[src/hdl/cts_pkg.sv]
package cts_pkg;
  // ==================================================
  // Tag store geometry
  localparam int IDX_W     = 9;
  localparam int TAG_W     = 8;
  localparam int DEPTH     = 512;
  // ==================================================
  // Cycle timing (ns and derived cycles at 100 MHz)
  localparam int CLK_NS      = 10;
  localparam int RST_PULSE_NS = 35;
  localparam int ACCESS_NS   = 90;
  localparam int RST_CYC    = (RST_PULSE_NS + CLK_NS - 1) / CLK_NS;
  localparam int ACC_CYC    = (ACCESS_NS + CLK_NS - 1) / CLK_NS;
  localparam logic [3:0] CNT_ZERO = 4'h0;
  localparam logic [3:0] RST_CNT  = 4'(RST_CYC);
  localparam logic [3:0] ACC_CNT  = 4'(ACC_CYC);
  // Match pin is first sampled a cycle past the slowest access time,
  // then needs the synchroniser stages before the result is read
  localparam int SYNC_STAGES  = 2;
  localparam int CMP_CYC      = ACC_CYC + SYNC_STAGES;
  localparam logic [3:0] CMP_CNT  = 4'(CMP_CYC);
  // ==================================================
  // Operation codes on the user side
  typedef enum logic [1:0] {
    CTS_OP_CMP   = 2'h0,
    CTS_OP_WR    = 2'h1,
    CTS_OP_WRBAD = 2'h2,
    CTS_OP_CLR   = 2'h3
  } cts_op_t;
endpackage

[src/hdl/cts_pin_if.sv]
`timescale 1ns/100ps
// ==================================================
// Synchronised status pins from the tag store
interface cts_pin_if;
  logic match_s;
  logic perr_n_s;
  modport drv (output match_s, output perr_n_s);
  modport use_ (input match_s, input perr_n_s);
endinterface

[src/hdl/cts_sync.sv]
`timescale 1ns/100ps
// ==================================================
// Two-stage synchroniser for the tag store status pins
module cts_sync (
  // Clock and reset
  input  wire logic clk,
  input  wire logic reset,
  // Raw pins
  input  wire logic match_pin,
  input  wire logic perr_n_pin,
  // Synchronised copies
  cts_pin_if.drv    sp
);
  typedef struct packed {
    logic [1:0] m;
    logic [1:0] p;
  } cts_sync_t;
  cts_sync_t st_r, st_nxt;
  // First stage only feeds the second stage
  always_comb begin
    st_nxt   = st_r;
    st_nxt.m = {st_r.m[0], match_pin};
    st_nxt.p = {st_r.p[0], perr_n_pin};
  end
  always_ff @(posedge clk) begin
    if (reset) begin
      st_r <= '{m: 2'h0, p: 2'h3};
    end else begin
      st_r <= st_nxt;
    end
  end
  assign sp.match_s  = st_r.m[1];
  assign sp.perr_n_s = st_r.p[1];
endmodule

[src/hdl/cts_ctrl.sv]
`timescale 1ns/100ps
module cts_ctrl
  import cts_pkg::*;
#(
  parameter int SLICES = 1
) (
  // Clock and reset
  input  wire logic                           clk,
  input  wire logic                           reset,
  // User request
  input  wire logic                           req_valid,
  input  wire cts_pkg::cts_op_t               req_op,
  input  wire logic [cts_pkg::IDX_W-1:0]      req_index,
  input  wire logic [SLICES*cts_pkg::TAG_W-1:0] req_tag,
  output logic                                req_ready,
  // User answer
  output logic                                rsp_valid,
  output logic                                rsp_hit,
  output logic                                rsp_perr,
  // Tag store pins
  output logic [cts_pkg::IDX_W-1:0]           index_addr,
  output logic [SLICES*cts_pkg::TAG_W-1:0]    tag_in,
  output logic                                cs_n,
  output logic                                we_n,
  output logic                                clr_n,
  input  wire logic [SLICES-1:0]              match_pin,
  input  wire logic [SLICES-1:0]              perr_n_in,
  output logic [SLICES-1:0]                   perr_n_out,
  output logic [SLICES-1:0]                   perr_n_oe
);
  import cts_pkg::*;

  // ==================================================
  // Pin synchronisers, one per slice
  logic [SLICES-1:0] m_s;
  logic [SLICES-1:0] p_s;
  for (genvar g = 0; g < SLICES; g++) begin : g_sl
    cts_pin_if sp ();
    cts_sync u_sync (
      .clk        (clk),
      .reset      (reset),
      .match_pin  (match_pin[g]),
      .perr_n_pin (perr_n_in[g]),
      .sp         (sp.drv)
    );
    assign m_s[g] = sp.match_s;
    assign p_s[g] = sp.perr_n_s;
  end

  // ==================================================
  // State
  typedef enum logic [4:0] {
    S_IDLE = 5'h01,
    S_CMP  = 5'h02,
    S_WR   = 5'h04,
    S_CLR  = 5'h08,
    S_REC  = 5'h10
  } cts_st_t;
  typedef struct packed {
    cts_st_t                     st;
    logic [3:0]                  cnt;
    logic [IDX_W-1:0]            idx;
    logic [SLICES*TAG_W-1:0]     tag;
    logic                        cs_n;
    logic                        we_n;
    logic                        clr_n;
    logic                        pdrv;
    logic                        rdy;
    logic                        rv;
    logic                        hit;
    logic                        perr;
  } cts_ctrl_t;
  cts_ctrl_t s_r;
  cts_ctrl_t s_nxt;

  // ==================================================
  // Reset value: strobes and clear released, ready for a request
  localparam cts_ctrl_t S_RST = '{
    st:    S_IDLE,
    cnt:   CNT_ZERO,
    idx:   '0,
    tag:   '0,
    cs_n:  1'b1,
    we_n:  1'b1,
    clr_n: 1'b1,
    pdrv:  1'b0,
    rdy:   1'b1,
    rv:    1'b0,
    hit:   1'b0,
    perr:  1'b0
  };

  // ==================================================
  // Next state
  always_comb begin
    s_nxt     = s_r;
    s_nxt.rv  = 1'b0;
    if (s_r.cnt != CNT_ZERO) begin
      s_nxt.cnt = s_r.cnt - 4'h1;
    end
    case (s_r.st)
      S_IDLE: begin
        if (req_valid && s_r.rdy) begin
          s_nxt.rdy = 1'b0;
          s_nxt.idx = req_index;
          s_nxt.tag = req_tag;
          s_nxt.cnt = ACC_CNT;
          case (req_op)
            CTS_OP_CMP: begin
              // Wait out the slowest access time and the synchroniser
              s_nxt.cnt  = CMP_CNT;
              s_nxt.cs_n = 1'b0;
              s_nxt.we_n = 1'b1;
              s_nxt.st   = S_CMP;
            end
            CTS_OP_WR, CTS_OP_WRBAD: begin
              // Write control falls a cycle later, so index and tag are
              // settled before the store starts writing
              s_nxt.cs_n = 1'b0;
              s_nxt.we_n = 1'b1;
              s_nxt.pdrv = (req_op == CTS_OP_WRBAD);
              s_nxt.st   = S_WR;
            end
            default: begin
              s_nxt.clr_n = 1'b0;
              s_nxt.cnt   = RST_CNT;
              s_nxt.st    = S_CLR;
            end
          endcase
        end
      end
      S_CMP: begin
        // Wait covers access time plus synchroniser lag
        if (s_r.cnt == CNT_ZERO) begin
          s_nxt.rv   = 1'b1;
          s_nxt.hit  = &m_s;
          s_nxt.perr = ~&p_s;
          s_nxt.cs_n = 1'b1;
          s_nxt.st   = S_REC;
        end
      end
      S_WR: begin
        if (s_r.cnt == ACC_CNT) begin
          s_nxt.we_n = 1'b0;
        end
        if (s_r.cnt == CNT_ZERO) begin
          // Write control rises before chip select drops away
          s_nxt.we_n = 1'b1;
          s_nxt.rv   = 1'b1;
          s_nxt.hit  = 1'b0;
          s_nxt.perr = 1'b0;
          s_nxt.st   = S_REC;
        end
      end
      S_CLR: begin
        if (s_r.cnt == CNT_ZERO) begin
          s_nxt.clr_n = 1'b1;
          s_nxt.rv    = 1'b1;
          s_nxt.hit   = 1'b0;
          s_nxt.perr  = 1'b0;
          s_nxt.st    = S_REC;
        end
      end
      S_REC: begin
        // One idle cycle with write control already high; chip select and parity
        // drive release at its end, and the store is never written here
        s_nxt.cs_n = 1'b1;
        s_nxt.pdrv = 1'b0;
        s_nxt.rdy  = 1'b1;
        s_nxt.st   = S_IDLE;
      end
      default: begin
        s_nxt = s_r;
        s_nxt.st = S_IDLE;
      end
    endcase
  end

  // ==================================================
  // State register
  always_ff @(posedge clk) begin
    if (reset) begin
      s_r <= S_RST;
    end else begin
      s_r <= s_nxt;
    end
  end

  // ==================================================
  // User outputs straight from the state register
  assign req_ready  = s_r.rdy;
  assign rsp_valid  = s_r.rv;
  assign rsp_hit    = s_r.hit;
  assign rsp_perr   = s_r.perr;

  // ==================================================
  // Tag store pins, also registered
  assign index_addr = s_r.idx;
  assign tag_in     = s_r.tag;
  assign cs_n       = s_r.cs_n;
  assign we_n       = s_r.we_n;
  assign clr_n      = s_r.clr_n;

  // ==================================================
  // Open-drain error pin: only ever drives low
  assign perr_n_out = '0;
  assign perr_n_oe  = {SLICES{s_r.pdrv}};
endmodule

[config.mk]
export PLATFORM = sky130hd
export DESIGN_NAME = cts_ctrl
export DESIGN_NICKNAME = d
export VERILOG_FILES = /design/src/hdl/cts_pkg.sv /design/src/hdl/cts_pin_if.sv /design/src/hdl/cts_sync.sv /design/src/hdl/cts_ctrl.sv
export SDC_FILE = /design/constraint.sdc
export NUM_CORES = 1
export LEC_CHECK = 0
export BUFFER_PORTS_ARGS = -buffer_cell sky130_fd_sc_hd__buf_2
export CORE_MARGIN = 5
export CORE_UTILIZATION = 55
export CTS_CLUSTER_DIAMETER = 120
export DETAILED_ROUTE_END_ITERATION = 6
export GPL_TIMING_DRIVEN = 0
export HOLD_SLACK_MARGIN = 0.12
export PLACE_DENSITY_LB_ADDON = 0.2
export SYNTH_ARGS = -nofsm -noshare
export SYNTH_HDL_FRONTEND = slang
export SYNTH_HIERARCHICAL = 1
export SYNTH_SLANG_ARGS = --single-unit
[constraint.sdc]
create_clock -name clk -period 3.7 [get_ports clk]
set_input_delay 0 -clock clk [delete_from_list [all_inputs] [get_ports clk]]
set_output_delay 0 -clock clk [all_outputs]
set_load 0.05 [all_outputs]
==> metrics.md, run 1 <==
| Metric | Value |
|---|---|
| Detailed-route via count | `1723` |
| Post-synth net total | `250` |
| Core outline area | `3280 sq um` |
| Top cell type's share of synthesized area | `41.4%` |
| Effective utilization at floorplan | `56.0%` |
| Routed wire per std cell | `12.8 microns` |
| Fill cells | `239` |
| Startpoint class of the critical path | `flop` |
| 1st-iter DRT viols | `153` |
| CTS clk-pin slew, worst paths | `0.12 ns` |
| Internal power | `0.000701 W` |
| DRT Pass-1 Iters | `4` |
| Worst Setup End Kind | `flop` |
| DRT Wirelength | `4420 microns` |
| Met2 usage | `36.7%` |
| Detail Placement HPWL | `2810 microns` |
| Die Width | `67.8 microns` |
| CTS max path bufs | `2` |
| Max Cap Viol | `0` |
| Nets | `327` |
| Commonest non-fill, non-tap cells in the layout | `buf_2 (51), nand2_1 (43), dfxtp_1 (38)` |
| Status | `complete, no violations` |
| Initial antenna violation count | `0` |
| First-pass GRT wire length | `7030 microns` |
| Busiest grt layer | `met2` |
| Async SR Flop Fraction | `0%` |
| Worst path arrival time | `2.34 ns` |
| CP Class | `reg2reg` |
| Critical Path RT | `3.95 ns` |
| Port bufs | `48` |
| Max rail drop VDD | `0.279 mV` |
| Max transition margin | `65.3%` |
| Syn_area_per_cell | `8.32 sq um` |
| GRT Resource Usage Total | `20.4%` |
| F_max | `478 MHz` |
| Hold_ws | `0.156 ns` |
| Slew at the pin closest to its max-slew limit | `0.518 ns` |
| Antenna cells | `0` |
| Number of max-slew violations in the final report | `0` |
| Area Overhead vs Synth | `31.7%` |
| Hold WC Path Type | `in2reg` |
| Seq pwr share | `43.5%` |
| I/O Pins | `50` |
| Combinational Power Share | `35.8%` |
| Area contributors post-synth | `dfxtp_1 (41%), nand2_1 (8.8%), buf_4 (8.2%), a21oi_1 (7.1%), ha_1 (3.4%)` |
| Clock Latency Late Sink | `0.35 ns` |
| Main synth FF type | `dfxtp_1` |
| CTS Sinks | `38` |
| Fin. Hold Viols | `0` |
| Die Area | `4600 sq um` |
| Yosys cell types | `44` |
| # rows | `21` |
| EDFF count, synth | `0` |
| CTS tree | `yes` |
| P_leak | `1.13 nW` |
| Clock Power Share | `20.7%` |
| Post-route setup TNS | `0 ns` |
| Largest net degree at the start of global routing | `13` |
| Die Y | `67.8 microns` |
| Area leader, netlist | `dfxtp_1` |
| Most common cell after layout, fill and taps aside | `buf_2` |
| Total grt overflow | `0` |
| Synth warn | `6` |
| Placer Congestion | `0.823` |
| Vias in the first global route | `1646` |
| Share of layout cells above drive strength 1 | `29.1%` |
| Switching portion of total power | `37.0%` |
| Synth Register Bits | `38` |
| Register area share after synthesis | `41.4%` |
| Tmin final | `2.09 ns` |
| Num CTS Buffers | `5` |
| CP Max Fanout | `10` |
| Cell count after synthesis | `221` |
| Clock skew | `0.00747 ns` |
| RSZ-0062 raised after global routing | `no` |
| H-tree levels | `2` |
| GR met1 Demand/Resource | `23.2%` |
| Netlist Area Pre-Place | `1840 sq um` |
| Pwr dens | `460 nW/um^2` |
| Sw power | `0.000412 W` |
| DRC | `0` |
| M3 GR Usage | `4.43%` |
| Period utilisation layout | `56.5%` |
| Root Driver | `clkbuf_4` |
| Final setup violating endpoints | `0` |
| Antenna Nets Post-Route | `0` |
| Vias per cell | `4.99` |
## metal layers
layer	wire (microns)	vias to the layer above
li1	-	886
met1	1850	785
met2	2260	45
met3	236	7
met4	72	0
met5	0	-
## cells in the mapped netlist (all sizes together), types with 2 or more instances
cell / instances
a21oi: 26
o21ai: 5
o31ai: 2
or4b: 2
buf: 25
nand2: 43
dfxtp: 38
nor2b: 4
or3: 3
ha: 5
nand3: 5
nor3: 6
nand2b: 4
nor3b: 2
clkbuf: 4
inv: 6
or2: 3
mux2i: 4
mux2: 2
nor2: 13
## sequential cells by signal (all words and copies together) (netlist names), 2 cells and up
name / count
g_sl.u_sync/st_nxt: 2
s_r: 9
index_addr: 9
tag_in: 8
## power groups by stage
stage / logic [W] / registers (W) / clock network, W
after floorplan: 0.000283 / 0.000503 / 0
after global placement: 0.000371 / 0.000492 / 0
after detailed placement: 0.000377 / 0.000493 / 0
after CTS: 0.000395 / 0.000484 / 0.000235
after global routing: 0.000437 / 0.000490 / 0.000252
final: 0.000399 / 0.000485 / 0.000230
## cell families (layout without fill, tap and decap cells)
family,Yosys count,count (layout),share of synthesized area [%]
XOR/XNOR,2,2,0.953
other,1,1,0.204
adder cells (fa/ha/maj),5,5,3.40
multiplexers,6,6,3.61
flip-flops,38,38,41.4
buffers and inverters,35,113,12.3
AND/OR/NAND/NOR,91,91,23.5
AO/OA/AOI/OAI,43,43,14.7
## area by class of cell
| type | count | area [sq um] | area share [%] |
|---|---|---|---|
| buffer | 29 | 203 | 8.38 |
| clock buffer | 6 | 51.3 | 2.12 |
| clock inverter | 2 | 12.5 | 0.517 |
| inverter | 6 | 22.5 | 0.931 |
| multi-input combinational | 148 | 852 | 35.2 |
| sequential | 38 | 761 | 31.4 |
| tap | 46 | 57.6 | 2.38 |
| timing repair buffer | 70 | 460 | 19.0 |
## timing repair
action	in CTS	in global routing
gates resized for setup	0	0
setup buffers	0	0
hold buffers	22	0
endpoints found under the hold margin	24	0
## worst max-delay path, stage by stage, from the launching register on
cell and delay, ns:
dfxtp_1 0.32, buf_4 0.16, or3_1 0.36, buf_2 0.16, nor2_1 0.21, or3b_1 0.17, buf_6 0.12, mux2_4 0.29
o221a_1 0.21
## path summary, 6_finish.rpt
kind,cells past startpoint,slack (ns),to,startpoint
setup / recovery,8,1.61,s_r[26],s_r[31]
hold / removal,5,0.16,s_r[30],req_op[1]
setup reg to reg,8,1.61,s_r[26],s_r[31]
hold reg to reg,1,0.41,g_sl[0].u_sync/sp.perr_n_s,g_sl[0].u_sync/st_nxt[1]
## per-stage QoR
step	instances	util (%)	worst slack [ns]	instance area, sq um	total power, W
2_1_floorplan	221	-	1.45	1840	0.000786
3_3_place_gp	315	65.0	1.64	2140	0.000863
3_5_place_dp	315	65.0	1.62	2140	0.000870
4_1_cts	345	73.7	1.60	2420	0.00111
5_1_grt	345	73.7	1.44	2420	0.00118
6_report	345	73.7	1.61	2420	0.00111
Power figures use the tool's default switching activity.
==> run 2, diff against run 1 <==
Settings changed: ABC_AREA from default to 1, CORE_UTILIZATION 55 to 47.
Clock period 3.7 ns to 1.9 ns, I/O delays scaled along.
==> metrics.md, run 2 <==
| Metric | Value |
|---|---|
| Antenna cells | `0` |
| Sw power | `0.00114 W` |
| Hold EP | `s_r[29]` |
| Largest net degree at the start of global routing | `12` |
| Highest routed layer | `met4` |
| Commonest cells post-synth | `nor2_1 (48), dfxtp_1 (38), nand2_1 (33), o21ai_0 (27), inv_1 (23)` |
| Most common cell in the netlist | `nor2_1` |
| Initial antenna violation count | `0` |
| Tmin final | `1.57 ns` |
| Register area share after synthesis | `39.3%` |
| Nets | `362` |
| Vias in the first global route | `1765` |
| Num CTS Buffers | `5` |
| Setup bufs post-CTS | `0` |
| Share of layout cells above drive strength 1 | `30.2%` |
| Antenna Nets Post-Route | `0` |
| Largest family of logic cells by synthesized area | `simple AND/OR/NAND/NOR gates` |
| Hold Crit Depth | `4` |
| Worst path arrival time | `1.79 ns` |
| Dpl cells | `355` |
| HP Start | `req_valid` |
| Die Y | `74.2 microns` |
| CTS Sinks | `38` |
| Placed cell areas | `2240 sq um` |
| F_max | `635 MHz` |
| Mux share of post-synthesis cell area | `0%` |
| EDFF count, synth | `0` |
| Simple logic cell fraction of the synthesized area | `30.5%` |
| Setup WS pre-CTS | `0.336 ns` |
| Final Cell Area | `2540 sq um` |
| Area contributors post-synth | `dfxtp_1 (39%), nor2_1 (9.3%), buf_4 (7.4%), o21ai_0 (7.0%), nand2_1 (6.4%)` |
| Fin cells | `384` |
| DRT Pass-1 Iters | `4` |
| Post-synthesis adder-cell area fraction | `3.23%` |
| CTS tree | `yes` |
| Post-route setup TNS | `0 ns` |
| Core outline area | `4000 sq um` |
| First-pass GRT wire length | `7410 microns` |
| Seq pwr share | `36.3%` |
| Fin. Hold Viols | `0` |
| Die Width | `74.2 microns` |
| # rows | `23` |
| Synth Area in Compound Gates | `11.6%` |
| H-tree levels | `2` |
| Area Overhead vs Synth | `31.2%` |
| Placer Congestion | `0.886` |
| CP Class | `reg2reg` |
| Status | `complete, no violations` |
| RSZ-0062 raised after global routing | `no` |
| I/O Pins | `50` |
| Detailed-route via count | `1776` |
| Die Area | `5500 sq um` |
| Worst setup margin | `0.326 ns` |
| Vias per cell | `4.63` |
| Reg2Reg Setup Slack | `0.33 ns` |
| Pwr dens | `1090 nW/um^2` |
| Worst R2R Path Depth | `8` |
| DRT Wirelength | `4230 microns` |
| Combinational Power Share | `43.3%` |
| Max rail drop VDD | `0.692 mV` |
| M1 WL | `1970 microns` |
| Routed wl met2 | `1950 microns` |
| Area leader, netlist | `dfxtp_1` |
| Cell count after synthesis | `257` |
| Worst Setup End Kind | `flop` |
| CTS max path bufs | `2` |
| Detail Placement HPWL | `3040 microns` |
| Post-synth net total | `286` |
| Startpoint class of the critical path | `flop` |
| Effective utilization at floorplan | `48.4%` |
| Hold WC Path Type | `in2reg` |
| CP Max Fanout | `6` |
| Syn_area_per_cell | `7.53 sq um` |
| Async SR Flop Fraction | `0%` |
| Crit Reg-Reg Endpoint | `we_n` |
| RR Startpoint | `s_r[25]` |
| Period utilisation layout | `82.8%` |
| Synth Register Bits | `38` |
| Main synth FF type | `dfxtp_1` |
| Port bufs | `48` |
| 1st-iter DRT viols | `71` |
| Switching portion of total power | `41.0%` |
| Critical Path RT | `2.11 ns` |
| Clock skew | `0.00704 ns` |
| Number of max-slew violations in the final report | `0` |
| GRT Resource Usage Total | `17.4%` |
| Total grt overflow | `0` |
| Xor and xnor area share after synthesis | `0%` |
| Max Cap Viol | `0` |
| Wire length on met3 | `214 microns` |
| Clock Latency Late Sink | `0.29 ns` |
| Yosys cell types | `29` |
| P_leak | `1.28 nW` |
| CTS clk-pin slew, worst paths | `0.07 ns` |
| Root Driver | `clkbuf_8` |
| Final setup violating endpoints | `0` |
| Commonest non-fill, non-tap cells in the layout | `nor2_1 (48), buf_2 (48), dfxtp_1 (38)` |
| Clock Power Share | `20.4%` |
| DRC | `0` |
| Routed wire per std cell | `11.0 microns` |
| Internal power | `0.00164 W` |
| Synth warn | `6` |
| Top cell type's share of synthesized area | `39.3%` |
| Netlist Area Pre-Place | `1930 sq um` |
-- run 2: power groups by stage --
stage / logic [W] / clock network (W) / registers, W
final: 0.00120 / 0.000568 / 0.00101
after global routing: 0.00134 / 0.000622 / 0.00103
after global placement: 0.00116 / 0 / 0.00102
after detailed placement: 0.00117 / 0 / 0.00103
after CTS: 0.00121 / 0.000588 / 0.00101
after floorplan: 0.000880 / 0 / 0.00108
-- run 2: cell families after synthesis --
group	after synthesis
buffers and inverters	51
DFF	38
and+or+nand+nor	120
adders and majority gates	5
AOI/OAI and AO/OA	42
other	1
-- run 2: worst max-delay path: stages (launching register included) --
cell	delay [ns]
dfxtp_1	0.34
inv_1	0.10
ha_1	0.24
nand2_1	0.10
nor2_2	0.22
nor2_1	0.12
inv_1	0.09
o21ai_0	0.12
o211ai_1	0.18
-- run 2: worst max-delay path by stage --
| stage | depth (start not counted) | start | end |
|---|---|---|---|
| floorplan | 6 | req_ready | we_n |
| global placement | 8 | s_r[25] | we_n |
| detailed placement | 8 | s_r[25] | we_n |
| CTS | 8 | s_r[25] | we_n |
| global route | 8 | s_r[25] | we_n |
| finish | 8 | s_r[25] | we_n |
-- run 2: through the flow --
stage	hold WS (ns)	total power (W)	util [%]
2_1_floorplan	0.0712	0.00196	-
3_5_place_dp	0.182	0.00220	55.9
4_1_cts	0.158	0.00280	63.5
5_1_grt	0.160	0.00299	63.5
6_report	0.155	0.00278	63.5
3_3_place_gp	0.176	0.00218	55.9
-- run 2: timing repair --
| action | in CTS | in global routing |
|---|---|---|
| gates resized for setup | 0 | 0 |
| hold buffers | 21 | 0 |
| endpoints found under the hold margin | 29 | 0 |
-- run 2: layout make-up --
| class | count | area, sq um |
|---|---|---|
| multi-input combinational | 168 | 880 |
| clock inverter | 1 | 5.00 |
| tap | 50 | 62.6 |
| inverter | 27 | 106 |
| fill | 358 | 1460 |
| sequential | 38 | 761 |
| buffer | 24 | 188 |
| timing repair buffer | 69 | 450 |
| clock buffer | 7 | 86.3 |
-- run 2: routing by layer --
layer	vias to the layer above	GRT usage (%)
met4	0	7.24
met1	779	21.0
met2	39	29.5
li1	950	-
met3	8	4.19
met5	-	0
==> run 3, diff against run 2 <==
Settings changed: CORE_UTILIZATION 47 to 52.
Clock period 1.9 ns to 1.5 ns, I/O delays scaled along.
==> metrics.md, run 3 (synthesized netlist as in run 2, its figures left out) <==
| Metric | Value |
|---|---|
| Core outline area | `3630 sq um` |
| Effective utilization at floorplan | `53.2%` |
| M1 WL | `1980 microns` |
| First-pass GRT wire length | `7620 microns` |
| Tmin final | `1.39 ns` |
| Share of layout cells above drive strength 1 | `35.0%` |
| Critical Path RT | `1.69 ns` |
| Worst setup margin | `0.113 ns` |
| Worst Setup End Kind | `flop` |
| Highest routed layer | `met4` |
| Final setup violating endpoints | `0` |
| Period utilisation layout | `92.5%` |
| Port bufs | `48` |
| Largest net degree at the start of global routing | `12` |
| Die Width | `71.0 microns` |
| Initial antenna violation count | `0` |
| Clock skew | `0.00422 ns` |
| Commonest non-fill, non-tap cells in the layout | `buf_2 (48), nor2_1 (47), nand2_1 (32), dfxtp_1 (32), o21ai_0 (27)` |
| Fin. Hold Viols | `0` |
| DRC | `0` |
| CP Max Fanout | `4` |
| Num CTS Buffers | `5` |
| Die Y | `71.0 microns` |
| Max Cap Viol | `0` |
| Routed wire per std cell | `11.2 microns` |
| RSZ-0062 raised after global routing | `no` |
| Clock Latency Late Sink | `0.28 ns` |
| I/O Pins | `50` |
| CTS clk-pin slew, worst paths | `0.07 ns` |
| Setup WS pre-CTS | `-0.0918 ns` |
| Wire length on met3 | `183 microns` |
| Most common cell after layout, fill and taps aside | `buf_2` |
| Antenna Nets Post-Route | `0` |
| Routed wl met2 | `2110 microns` |
| F_max | `721 MHz` |
| Fin cells | `385` |
| Dpl cells | `353` |
| Antenna cells | `0` |
| # rows | `22` |
| Detail Placement HPWL | `3000 microns` |
| 1st-iter DRT viols | `102` |
| Nets | `365` |
| Number of max-slew violations in the final report | `0` |
| GRT Resource Usage Total | `18.6%` |
| Area Overhead vs Synth | `35.5%` |
| DRT Wirelength | `4310 microns` |
| P_leak | `1.31 nW` |
| Vias in the first global route | `1773` |
| Fill cells | `299` |
| Placer Congestion | `0.893` |
| Root Driver | `clkbuf_8` |
| CTS max path bufs | `2` |
| Die Area | `5040 sq um` |
| CTS Sinks | `38` |
| DRT Pass-1 Iters | `4` |
| Total grt overflow | `0` |
| Hold WC Path Type | `in2reg` |
| Status | `complete, no violations` |
| Hold_ws | `0.156 ns` |
| Vias per cell | `4.77` |
| Startpoint class of the critical path | `flop` |
| CP Class | `reg2reg` |
| Max rail drop VDD | `1.05 mV` |
| Pwr dens | `1410 nW/um^2` |
| Detailed-route via count | `1837` |
| H-tree levels | `2` |
| CTS tree | `yes` |
| Worst path arrival time | `1.57 ns` |
## run 3: what timing repair did
item	in CTS	in global routing
endpoints found under the hold margin	29	0
setup endpoints to repair	2	21
setup buffers	1	2
resized for setup	4	17
cloned	0	0
pin swaps	1	7
hold buffers	21	0
## run 3: through the flow
step / setup TNS [ns] / area [sq um] / utilization, % / power [W]
after floorplan: 0 / 1940 / - / 0.00249
after global placement: -0.0694 / 2240 / 61.5 / 0.00276
after detailed placement: -0.145 / 2240 / 61.5 / 0.00278
after CTS: 0 / 2570 / 70.7 / 0.00365
after global routing: 0 / 2620 / 72.1 / 0.00396
final: 0 / 2620 / 72.1 / 0.00370
## run 3: layout make-up
cell class                      count  area [sq um]  share of cell area (%)
Clock buffer                        7          86.3                    3.29
Sequential cell                    38           768                    29.3
Multi-Input combinational cell    168           917                    35.0
Clock inverter                      1          5.00                   0.191
Inverter                           27           109                    4.15
Buffer                             24           190                    7.26
Timing Repair Buffer               72           485                    18.5
Tap cell                           48          60.1                    2.29
## run 3: power by group
part / internal [W] / switching (W) / total, W / leakage [nW]
Sequential: 0.00118 / 0.000122 / 0.00130 / 0.314
Combinational: 0.000649 / 0.00104 / 0.00169 / 0.950
Clock: 0.000371 / 0.000344 / 0.000715 / 0.0482
Total: 0.00220 / 0.00151 / 0.00370 / 1.31
## run 3: metal layers
| metal | global-route usage [%] | vias up |
|---|---|---|
| met5 | 0 | - |
| met4 | 4.80 | 0 |
| met3 | 3.69 | 6 |
| met2 | 32.9 | 49 |
| met1 | 22.9 | 820 |
| li1 | - | 962 |
## run 3: critical path, cell delays in order, from the launching register on
cell     delay (ns)
dfxtp_2        0.39
nor2_4         0.06
buf_4          0.13
nand3_2        0.11
nand3_1        0.15
o21ai_0        0.22
nand3_1        0.11
nand3_1        0.09
inv_1          0.04
## run 3: worst paths after layout
check | from | endpoint | slack [ns] | depth (start not counted)
max | s_r[29] | s_r[27] | 0.11 | 8
min | req_valid | s_r[29] | 0.16 | 4
max reg2reg | s_r[29] | s_r[27] | 0.11 | 8
min reg2reg | g_sl[0].u_sync/st_nxt[3] | g_sl[0].u_sync/sp.match_s | 0.41 | 2
